File: src/rtl/tcm_pkg.sv
// Shared constants and types of the timer with compare modulator.
package tcm_pkg;
    localparam int IDX_W = 6;
    localparam logic [5:0] IDX_FLAGS = 6'h36;
    localparam logic [5:0] IDX_MASK = 6'h37;
    localparam logic [5:0] IDX_CTRL = 6'h38;
    localparam logic [5:0] IDX_COUNT = 6'h39;
    localparam logic [5:0] IDX_COMPARE = 6'h3A;
    localparam logic [5:0] IDX_PORT = 6'h3B;
    localparam int FLAG_CMP_BIT = 7;
    localparam int FLAG_OVF_BIT = 6;
    localparam int MASK_CMP_BIT = 7;
    localparam int MASK_OVF_BIT = 6;
    localparam int CTRL_FORCE_BIT = 7;
    localparam int CTRL_WG0_BIT = 6;
    localparam int CTRL_COM_HI = 5;
    localparam int CTRL_COM_LO = 4;
    localparam int CTRL_WG1_BIT = 3;
    localparam int CTRL_CS_HI = 2;
    localparam int CTRL_CS_LO = 0;
    localparam int PORT_LATCH_BIT = 0;
    localparam int PORT_DIR_BIT = 1;
    localparam logic [7:0] REG_RESET = 8'h00;
    localparam logic [7:0] COUNT_MAX = 8'hFF;
    localparam logic [7:0] COUNT_BOTTOM = 8'h00;
    localparam logic [7:0] COUNT_ONE = 8'h01;
    localparam logic [7:0] CTRL_WRITE_MASK = 8'h7F;
    localparam logic [7:0] FLAG_WRITE_MASK = 8'hC0;
    localparam logic [7:0] PORT_WRITE_MASK = 8'h03;
    localparam logic [1:0] COM_OFF = 2'b00;
    localparam logic [1:0] COM_TOGGLE = 2'b01;
    localparam logic [1:0] COM_CLEAR = 2'b10;
    localparam logic [1:0] COM_SET = 2'b11;
    localparam int PRE_W = 10;
    localparam int DIV8_BITS = 3;
    localparam int DIV64_BITS = 6;
    localparam int DIV256_BITS = 8;
    localparam int DIV1024_BITS = 10;
    localparam logic [1:0] RESP_OKAY = 2'b00;
    localparam logic [1:0] RESP_SLVERR = 2'b10;
    typedef enum logic [2:0] {
        CS_STOP = 3'b000,
        CS_DIV1 = 3'b001,
        CS_DIV8 = 3'b010,
        CS_DIV64 = 3'b011,
        CS_DIV256 = 3'b100,
        CS_DIV1024 = 3'b101,
        CS_EXT_FALL = 3'b110,
        CS_EXT_RISE = 3'b111
    } tcm_clk_sel_t;
    typedef enum logic [1:0] {
        WAVE_NORMAL = 2'b00,
        WAVE_PHASE = 2'b01,
        WAVE_CTC = 2'b10,
        WAVE_FAST = 2'b11
    } tcm_wave_t;
endpackage : tcm_pkg

File: src/rtl/tcm_timer.sv
// Eight-bit timer with flags, mask and compare output modulator on AXI4-Lite.
//
// Chosen here: the AXI4-Lite register port.
`timescale 1ns/1ns
module tcm_timer #(
    parameter int ADDR_W = 8
) (
    input wire logic aclk,
    input wire logic aresetn,
    input wire logic [ADDR_W-1:0] awaddr,
    input wire logic [2:0] awprot,
    input wire logic awvalid,
    output logic awready,
    input wire logic [31:0] wdata,
    input wire logic [3:0] wstrb,
    input wire logic wvalid,
    output logic wready,
    output logic [1:0] bresp,
    output logic bvalid,
    input wire logic bready,
    input wire logic [ADDR_W-1:0] araddr,
    input wire logic [2:0] arprot,
    input wire logic arvalid,
    output logic arready,
    output logic [31:0] rdata,
    output logic [1:0] rresp,
    output logic rvalid,
    input wire logic rready,
    input wire logic global_irq_enable,
    input wire logic compare_vector_ack,
    input wire logic overflow_vector_ack,
    input wire logic legacy_mode_fuse,
    input wire logic wide_timer_channel_c_output,
    input wire logic wide_timer_compare_mode_on,
    input wire logic external_count_input,
    output logic compare_irq_req,
    output logic overflow_irq_req,
    output logic compare_wave_output,
    output logic shared_output_pin_o,
    output logic shared_output_pin_oe
);
    if (ADDR_W < 8) begin : g_addr_check
        $error("ADDR_W must be at least 8 to reach every register.");
    end

    typedef struct packed {
        logic awready;
        logic wready;
        logic bvalid;
        logic [1:0] bresp;
        logic arready;
        logic rvalid;
        logic [1:0] rresp;
        logic [31:0] rdata;
        logic aw_have;
        logic w_have;
        logic [5:0] aw_idx;
        logic [7:0] w_byte;
        logic w_lane0;
        logic [7:0] flags;
        logic [7:0] mask;
        logic [7:0] ctrl;
        logic [7:0] count;
        logic [7:0] compare;
        logic [7:0] port;
        logic block_cmp;
        logic count_down;
        logic oc;
        logic cmp_irq;
        logic ovf_irq;
        logic pin_o;
        logic pin_oe;
    } tcm_timer_state_t;

    tcm_timer_state_t s;
    tcm_timer_state_t next_s;
    logic tick;
    logic do_write;
    logic idx_known;
    logic [5:0] ar_idx;
    logic ar_known;
    logic wr_count;
    logic wr_ctrl;
    logic match;
    logic cmp_event;
    logic ovf_event;
    logic force_cmp;
    logic oc_en;
    logic mod_on;
    logic [1:0] com;
    tcm_pkg::tcm_wave_t wave;

    tcm_clk_sel u_clk_sel (
        .aclk(aclk),
        .aresetn(aresetn),
        .clock_select(s.ctrl[tcm_pkg::CTRL_CS_HI:tcm_pkg::CTRL_CS_LO]),
        .external_count_input(external_count_input),
        .count_tick(tick)
    );

    assign awready = s.awready;
    assign wready = s.wready;
    assign bvalid = s.bvalid;
    assign bresp = s.bresp;
    assign arready = s.arready;
    assign rvalid = s.rvalid;
    assign rresp = s.rresp;
    assign rdata = s.rdata;
    assign compare_irq_req = s.cmp_irq;
    assign overflow_irq_req = s.ovf_irq;
    assign compare_wave_output = s.oc;
    assign shared_output_pin_o = s.pin_o;
    assign shared_output_pin_oe = s.pin_oe;

    assign wave = tcm_pkg::tcm_wave_t'({s.ctrl[tcm_pkg::CTRL_WG1_BIT], s.ctrl[tcm_pkg::CTRL_WG0_BIT]});
    assign com = s.ctrl[tcm_pkg::CTRL_COM_HI:tcm_pkg::CTRL_COM_LO];
    assign do_write = s.aw_have && s.w_have && !s.bvalid;
    assign idx_known = (s.aw_idx >= tcm_pkg::IDX_FLAGS) && (s.aw_idx <= tcm_pkg::IDX_PORT);
    assign ar_idx = araddr[7:2];
    assign ar_known = (ar_idx >= tcm_pkg::IDX_FLAGS) && (ar_idx <= tcm_pkg::IDX_PORT);
    assign wr_count = do_write && s.w_lane0 && (s.aw_idx == tcm_pkg::IDX_COUNT);
    assign wr_ctrl = do_write && s.w_lane0 && (s.aw_idx == tcm_pkg::IDX_CTRL);
    assign match = (s.count == s.compare);
    assign cmp_event = tick && match && !s.block_cmp;
    assign force_cmp = wr_ctrl && s.w_byte[tcm_pkg::CTRL_FORCE_BIT] && !s.ctrl[tcm_pkg::CTRL_WG0_BIT];
    assign oc_en = (com != tcm_pkg::COM_OFF);
    assign mod_on = oc_en && wide_timer_compare_mode_on && !legacy_mode_fuse;

    always_comb begin
        next_s = s;
        ovf_event = 1'b0;
        // Write address and data are taken in either order, then written together.
        if (awvalid && s.awready) begin
            next_s.aw_have = 1'b1;
            next_s.aw_idx = awaddr[7:2];
        end
        if (wvalid && s.wready) begin
            next_s.w_have = 1'b1;
            next_s.w_byte = wdata[7:0];
            next_s.w_lane0 = wstrb[0];
        end
        if (s.bvalid && bready) begin
            next_s.bvalid = 1'b0;
        end
        if (do_write) begin
            next_s.aw_have = 1'b0;
            next_s.w_have = 1'b0;
            next_s.bvalid = 1'b1;
            next_s.bresp = idx_known ? tcm_pkg::RESP_OKAY : tcm_pkg::RESP_SLVERR;
            if (s.w_lane0) begin
                case (s.aw_idx)
                    tcm_pkg::IDX_MASK: next_s.mask = s.w_byte;
                    tcm_pkg::IDX_CTRL: next_s.ctrl = s.w_byte & tcm_pkg::CTRL_WRITE_MASK;
                    tcm_pkg::IDX_COMPARE: next_s.compare = s.w_byte;
                    tcm_pkg::IDX_PORT: next_s.port = s.w_byte & tcm_pkg::PORT_WRITE_MASK;
                    default: next_s.mask = next_s.mask;
                endcase
            end
        end
        next_s.awready = !next_s.aw_have && !next_s.bvalid;
        next_s.wready = !next_s.w_have && !next_s.bvalid;
        // Reads answer one cycle after the address is taken.
        if (s.rvalid && rready) begin
            next_s.rvalid = 1'b0;
        end
        if (arvalid && s.arready) begin
            next_s.rvalid = 1'b1;
            next_s.rresp = ar_known ? tcm_pkg::RESP_OKAY : tcm_pkg::RESP_SLVERR;
            case (ar_idx)
                tcm_pkg::IDX_FLAGS: next_s.rdata = {24'h000000, s.flags};
                tcm_pkg::IDX_MASK: next_s.rdata = {24'h000000, s.mask};
                tcm_pkg::IDX_CTRL: next_s.rdata = {24'h000000, s.ctrl};
                tcm_pkg::IDX_COUNT: next_s.rdata = {24'h000000, s.count};
                tcm_pkg::IDX_COMPARE: next_s.rdata = {24'h000000, s.compare};
                tcm_pkg::IDX_PORT: next_s.rdata = {24'h000000, s.port};
                default: next_s.rdata = 32'h00000000;
            endcase
        end
        next_s.arready = !next_s.rvalid;
        // Counting sequence per waveform mode.
        if (tick) begin
            next_s.block_cmp = 1'b0;
            case (wave)
                tcm_pkg::WAVE_NORMAL, tcm_pkg::WAVE_FAST: begin
                    next_s.count = s.count + tcm_pkg::COUNT_ONE;
                    ovf_event = (s.count == tcm_pkg::COUNT_MAX);
                end
                tcm_pkg::WAVE_CTC: begin
                    next_s.count = match ? tcm_pkg::COUNT_BOTTOM : s.count + tcm_pkg::COUNT_ONE;
                    ovf_event = (s.count == tcm_pkg::COUNT_MAX);
                end
                tcm_pkg::WAVE_PHASE: begin
                    if (!s.count_down) begin
                        if (s.count == tcm_pkg::COUNT_MAX) begin
                            next_s.count_down = 1'b1;
                            next_s.count = s.count - tcm_pkg::COUNT_ONE;
                        end else begin
                            next_s.count = s.count + tcm_pkg::COUNT_ONE;
                        end
                    end else if (s.count == tcm_pkg::COUNT_BOTTOM) begin
                        next_s.count_down = 1'b0;
                        next_s.count = s.count + tcm_pkg::COUNT_ONE;
                        ovf_event = 1'b1;
                    end else begin
                        next_s.count = s.count - tcm_pkg::COUNT_ONE;
                    end
                end
                default: next_s.count = s.count;
            endcase
        end
        if (wr_count) begin
            next_s.count = s.w_byte;
            next_s.block_cmp = 1'b1;
        end
        // Compare output waveform.
        if (wave == tcm_pkg::WAVE_NORMAL || wave == tcm_pkg::WAVE_CTC) begin
            if (cmp_event || force_cmp) begin
                case (com)
                    tcm_pkg::COM_TOGGLE: next_s.oc = !s.oc;
                    tcm_pkg::COM_CLEAR: next_s.oc = 1'b0;
                    tcm_pkg::COM_SET: next_s.oc = 1'b1;
                    default: next_s.oc = s.oc;
                endcase
            end
        end else if (wave == tcm_pkg::WAVE_FAST) begin
            if (cmp_event && com[1]) begin
                next_s.oc = com[0];
            end
            if (tick && s.count == tcm_pkg::COUNT_MAX && com[1]) begin
                next_s.oc = !com[0];
            end
        end else begin
            if (cmp_event && com[1]) begin
                next_s.oc = com[0] ^ s.count_down;
            end
        end
        // Flags: a hardware event in the clearing cycle wins.
        next_s.flags[tcm_pkg::FLAG_CMP_BIT] = cmp_event || (s.flags[tcm_pkg::FLAG_CMP_BIT] &&
            !compare_vector_ack &&
            !(do_write && s.w_lane0 && s.aw_idx == tcm_pkg::IDX_FLAGS && s.w_byte[tcm_pkg::FLAG_CMP_BIT]));
        next_s.flags[tcm_pkg::FLAG_OVF_BIT] = ovf_event || (s.flags[tcm_pkg::FLAG_OVF_BIT] &&
            !overflow_vector_ack &&
            !(do_write && s.w_lane0 && s.aw_idx == tcm_pkg::IDX_FLAGS && s.w_byte[tcm_pkg::FLAG_OVF_BIT]));
        next_s.flags = next_s.flags & tcm_pkg::FLAG_WRITE_MASK;
        next_s.cmp_irq = s.mask[tcm_pkg::MASK_CMP_BIT] && global_irq_enable && s.flags[tcm_pkg::FLAG_CMP_BIT];
        next_s.ovf_irq = s.mask[tcm_pkg::MASK_OVF_BIT] && global_irq_enable && s.flags[tcm_pkg::FLAG_OVF_BIT];
        // Shared pin: modulated, single compare output, wide timer channel C output, or port latch.
        if (mod_on) begin
            if (s.port[tcm_pkg::PORT_LATCH_BIT]) begin
                next_s.pin_o = s.oc || wide_timer_channel_c_output;
            end else begin
                next_s.pin_o = s.oc && wide_timer_channel_c_output;
            end
        end else if (oc_en) begin
            next_s.pin_o = s.oc;
        end else if (wide_timer_compare_mode_on) begin
            next_s.pin_o = wide_timer_channel_c_output;
        end else begin
            next_s.pin_o = s.port[tcm_pkg::PORT_LATCH_BIT];
        end
        next_s.pin_oe = s.port[tcm_pkg::PORT_DIR_BIT];
    end

    always_ff @(posedge aclk) begin
        if (!aresetn) begin
            s <= '0;
        end else begin
            s <= next_s;
        end
    end

    cmp_irq_gate_a: assert property (@(posedge aclk) disable iff (!aresetn)
        compare_irq_req == $past(s.mask[7] && global_irq_enable && s.flags[7]))
        else $error("Compare interrupt request does not follow enable and flag.");
    ovf_irq_gate_a: assert property (@(posedge aclk) disable iff (!aresetn)
        ##1 overflow_irq_req == $past(s.mask[6] && global_irq_enable && s.flags[6]))
        else $error("Overflow interrupt request does not follow enable and flag.");
    cmp_flag_set_a: assert property (@(posedge aclk) disable iff (!aresetn)
        tick && s.count == s.compare && !s.block_cmp |=> s.flags[7])
        else $error("Compare match did not set the compare flag.");
    cmp_flag_clear_a: assert property (@(posedge aclk) disable iff (!aresetn)
        compare_vector_ack && !cmp_event |=> !s.flags[7])
        else $error("Vector execution did not clear the compare flag.");
    count_block_a: assert property (@(posedge aclk) disable iff (!aresetn)
        s.block_cmp && tick |=> !$rose(s.flags[7]))
        else $error("Compare match was not blocked after a counter write.");
    phase_ovf_a: assert property (@(posedge aclk) disable iff (!aresetn)
        tick && wave == tcm_pkg::WAVE_PHASE && s.count_down && s.count == 8'h00 |=> s.flags[6] && !s.count_down)
        else $error("Phase correct reversal at bottom did not set overflow.");
    pin_dir_a: assert property (@(posedge aclk) disable iff (!aresetn)
        ##1 shared_output_pin_oe == $past(s.port[1]))
        else $error("Pin direction does not follow the direction bit.");
    mod_and_a: assert property (@(posedge aclk) disable iff (!aresetn)
        mod_on && !s.port[0] |=> shared_output_pin_o == $past(s.oc && wide_timer_channel_c_output))
        else $error("Modulator with latch low is not an AND.");
    legacy_off_a: assert property (@(posedge aclk) disable iff (!aresetn)
        legacy_mode_fuse && oc_en |=> shared_output_pin_o == $past(s.oc))
        else $error("Modulator active under the legacy fuse.");
    toggle_a: assert property (@(posedge aclk) disable iff (!aresetn)
        cmp_event && wave == tcm_pkg::WAVE_NORMAL && com == 2'b01 |=> s.oc != $past(s.oc))
        else $error("Toggle mode did not toggle on a compare match.");
endmodule : tcm_timer

File: src/rtl/tcm_clk_sel.sv
// Timer tick source: prescaler taps and external count edge detection.
`timescale 1ns/1ns
module tcm_clk_sel (
    input wire logic aclk,
    input wire logic aresetn,
    input wire logic [2:0] clock_select,
    input wire logic external_count_input,
    output logic count_tick
);
    typedef struct packed {
        logic [tcm_pkg::PRE_W-1:0] pre;
        logic sync1;
        logic sync2;
        logic sync3;
        logic tick;
    } tcm_sel_state_t;

    tcm_sel_state_t s;
    tcm_sel_state_t next_s;
    logic rise;
    logic fall;

    assign rise = s.sync2 & ~s.sync3;
    assign fall = ~s.sync2 & s.sync3;
    assign count_tick = s.tick;

    always_comb begin
        next_s = s;
        next_s.pre = s.pre + 10'h001;
        next_s.sync1 = external_count_input;
        next_s.sync2 = s.sync1;
        next_s.sync3 = s.sync2;
        case (tcm_pkg::tcm_clk_sel_t'(clock_select))
            tcm_pkg::CS_STOP: next_s.tick = 1'b0;
            tcm_pkg::CS_DIV1: next_s.tick = 1'b1;
            tcm_pkg::CS_DIV8: next_s.tick = &s.pre[tcm_pkg::DIV8_BITS-1:0];
            tcm_pkg::CS_DIV64: next_s.tick = &s.pre[tcm_pkg::DIV64_BITS-1:0];
            tcm_pkg::CS_DIV256: next_s.tick = &s.pre[tcm_pkg::DIV256_BITS-1:0];
            tcm_pkg::CS_DIV1024: next_s.tick = &s.pre[tcm_pkg::DIV1024_BITS-1:0];
            tcm_pkg::CS_EXT_FALL: next_s.tick = fall;
            tcm_pkg::CS_EXT_RISE: next_s.tick = rise;
            default: next_s.tick = 1'b0;
        endcase
    end

    always_ff @(posedge aclk) begin
        if (!aresetn) begin
            s <= '0;
        end else begin
            s <= next_s;
        end
    end

    stopped_no_tick_a: assert property (@(posedge aclk) disable iff (!aresetn)
        (clock_select == 3'b000) |=> !count_tick)
        else $error("Tick seen while the timer clock is stopped.");
    undivided_tick_a: assert property (@(posedge aclk) disable iff (!aresetn)
        (clock_select == 3'b001) |=> count_tick)
        else $error("Undivided clock select did not tick every cycle.");
    rise_edge_a: assert property (@(posedge aclk) disable iff (!aresetn)
        (clock_select == 3'b111) && $rose(s.sync2) |=> count_tick)
        else $error("Rising external edge did not produce a tick.");
endmodule : tcm_clk_sel

File: config.mk
export PLATFORM = sky130hd
export DESIGN_NAME = tcm_timer
export DESIGN_NICKNAME = d
export VERILOG_FILES = /design/src/rtl/tcm_pkg.sv /design/src/rtl/tcm_timer.sv /design/src/rtl/tcm_clk_sel.sv
export SDC_FILE = /design/constraint.sdc
export NUM_CORES = 1
export LEC_CHECK = 0
export BUFFER_PORTS_ARGS = -buffer_cell sky130_fd_sc_hd__clkbuf_2
export CAP_MARGIN = 20
export CORE_UTILIZATION = 49
export DETAILED_ROUTE_END_ITERATION = 12
export GPL_ROUTABILITY_DRIVEN = 1
export PLACE_DENSITY = 0.77
export SKIP_LAST_GASP = 1
export SLEW_MARGIN = 25
export SYNTH_ARGS = -nofsm -noshare
export SYNTH_HDL_FRONTEND = slang
export SYNTH_HIERARCHICAL = 1
export SYNTH_SLANG_ARGS = --single-unit
File: constraint.sdc
create_clock -name aclk -period 1.8 [get_ports aclk]
set_input_delay 0.36 -clock aclk [delete_from_list [all_inputs] [get_ports aclk]]
set_output_delay 0.36 -clock aclk [all_outputs]
set_load 0.03 [all_outputs]
==> run summary <==
outcome - finished, violations left
failing checks - setup timing
CP endpoint kind - register
Initial Util - 51.3%
Hold Path Depth - 3
vias - 4229
crit path DAT - 2.08 ns
I/O pins - 118
top-count cell post-synth - dfxtp_1
largest cells by area after synthesis - dfxtp_1 (37%), mux2i_1 (6.5%), buf_4 (6.4%), nand2_1 (3.8%), nor2_1 (3.4%)
Cells after DPL - 718
Routed Antenna Nets - 0
Min-Delay Path Class - primary input to register
CTS clock-pin slew for the worst setup and hold paths - 0.09 ns
Worst Tran Pin Value - 0.591 ns
wire length of the first global-routing pass - 18.5 mm
via/cell ratio - 5.68
dpl hpwl - 8.36 mm
CTS buffer count - 9
GPL Wtd Cong - 0.909
Power Dens Cells - 663 mW/mm^2
number of remaining DRC errors - 0
HP Start - wdata[4]
worst-case clock buffer depth - 2
Fin. Hold Viols - 0
post-synthesis register bit count - 88
normalized max-slew margin - 60.5%
Core Area - 0.00937 sq mm
CTS root buffer - clkbuf_8
maxcap violations - 0
crit path launch type - register
Synth Instances - 535
capturing point of the worst reg2reg path - s[23]
final std cells w/o fill - 745
initial DRC count - 220
R2R setup slack - -0.04 ns
Clock Skews - 0.0211 ns
initial antenna violation count - 0
Placed Area - 0.00522 sq mm
final WL - 12.2 mm
clk sinks - 88
setup violators final - 2
RSZ-0062 raised after global routing - yes
# fillers - 845
layout cells sized above 1 - 28.4%
crit path kind - register to register
top cells by instance count after synthesis - dfxtp_1 (88), nand2_1 (49), nor2_1 (43)
Slew Viols, Final - 0
CP Data Required Time - 2.03 ns
worst-path fanout max - 8
nets@finish - 695
Unique masters post-synth - 81
H-tree Lvls - 3
total grt overflow - 0
Post-synth EDFFs - 0
period utilisation layout - 102%
CTS tree - built
fmax - 542 MHz
Synth warnings - 6
Hold Path Sink - s[60]
num rows - 35
Syn-to-layout area delta - 16.9%
clk_lat worst skew - 0.37 ns
Die X - 101 microns
number of port buffers - 54
leading register cell type out of synthesis - dfxtp_1
vias in the first global route - 3895
P_leak - 2.30 nW
Die ar. - 0.0102 sq mm
design area - 0.00562 sq mm
Max VDD drop - 0.000416 V
Synth area leader - dfxtp_1
gr usage total - 23.4%
launching point of the worst reg2reg path - s[25]
# hold bufs at CTS - 0
R2R depth - 6
fin crit period - 1.84 ns
Fin Setup TNS - -0.0858 ns
Synth top area share - 36.6%
syn_area_per_cell - 8.99 sq um
router iterations before antenna repair - 5
Seq/Total Area, Yosys - 36.6%
drt wl/cell - 16.4 microns
Async SR Flop Fraction - 0%
Chip Height - 101 microns
min setup slack post-route - -0.0442 ns
Netlist Area Pre-Place - 0.00481 sq mm
diode count - 0
largest net degree at the start of global routing - 60
[worst max-delay path, cell delays in order (launching register included)]
cell and delay [ns]:
dfxtp_4 0.36, buf_4 0.16, xor2_1 0.17, nor4_4 0.39
a21boi_4 0.17, o311ai_2 0.33, a31oi_1 0.13
[worst max-delay path by stage]
stage | slack (ns) | startpoint | end
after global placement | -0.007 | s[23] | s[27]
after global routing | -0.12 | s[23] | s[27]
after CTS | 0.002 | s[24] | s[23]
after detailed placement | -0.06 | s[23] | s[27]
after floorplan | 0.005 | s[23] | s[29]
final | -0.04 | s[25] | s[23]
[timing repair]
item | CTS | global route
resized for setup | 5 | 28
cloned | 0 | 1
pin swaps | 5 | 12
setup buffers | 1 | 9
setup endpoints to repair | 7 | 9
[power breakdown]
part           switching (mW)  leakage, nW  internal, mW
clock                   0.734       0.0968         0.650
combinational           0.214         1.48        0.0931
sequential             0.0495        0.718          1.98
[sequential cells by signal (all words and copies together), names as in the netlist]
signal and cells:
s 51, u_clk_sel/s 11, rdata 8, com 2, u_clk_sel/next_s 2, arready 1, awready 1, bresp 1
bvalid 1, compare_irq_req 1, compare_wave_output 1, next_s 1, overflow_irq_req 1, rresp 1, rvalid 1, shared_output_pin_o 1
shared_output_pin_oe 1, u_clk_sel/count_tick 1, wready 1
[final cells by class]
class	instances	area [sq um]	area share [%]
clock buffer	10	128	2.27
sequential	88	1780	31.6
timing repair buffer	108	696	12.4
tap	129	161	2.87
multi-input combinational	393	2750	48.9
inverter	11	41.3	0.735
clock inverter	6	68.8	1.22
[per-stage QoR]
stage | power (mW) | setup slack, ns | hold slack, ns | utilization (%)
after floorplan | 2.32 | 0.00469 | 0.412 | -
after global placement | 2.38 | -0.00656 | 0.434 | 55.6
after detailed placement | 2.39 | -0.0565 | 0.457 | 55.6
after CTS | 3.73 | 0.00157 | 0.206 | 58.0
after global routing | 3.84 | -0.121 | 0.212 | 60.0
final | 3.72 | -0.0442 | 0.214 | 60.0
[cells in the final DEF, fill, tap and decap left out, drive strengths merged, types with 8 or more instances in the layout]
cell type / count
a21oi: 32
and2: 17
buf: 54
clkbuf: 64
conb: 26
dfxtp: 88
ha: 12
inv: 11
mux2i: 31
nand2: 50
nand3: 17
nor2: 43
nor3: 8
o21ai: 19
xnor2: 11
xor2: 9
[cell families (layout without fill, tap and decap cells)]
| group | count (synthesis) | count (layout) | synth area share [%] |
|---|---|---|---|
| and+or+nand+nor | 194 | 194 | 23.0 |
| AOI/OAI and AO/OA | 104 | 105 | 14.9 |
| muxes | 36 | 36 | 8.09 |
| xor gates and xnor gates | 20 | 20 | 3.64 |
| DFF | 88 | 88 | 36.6 |
| other | 1 | 26 | 0.0780 |
| buffers and inverters | 80 | 135 | 10.5 |
| adders and majority gates | 12 | 12 | 3.12 |
[routing by layer]
metal | vias to the layer above | routed length [microns] | GRT usage, % | share of wire (%)
met5 | - | 0 | 0 | 0
met4 | 0 | 362 | 9.48 | 3.0
met3 | 27 | 637 | 4.09 | 5.2
met2 | 155 | 6220 | 40.9 | 51
met1 | 2052 | 5000 | 28.5 | 41
li1 | 1995 | - | - | -
Note: power is estimated with default switching activity, not from simulation.
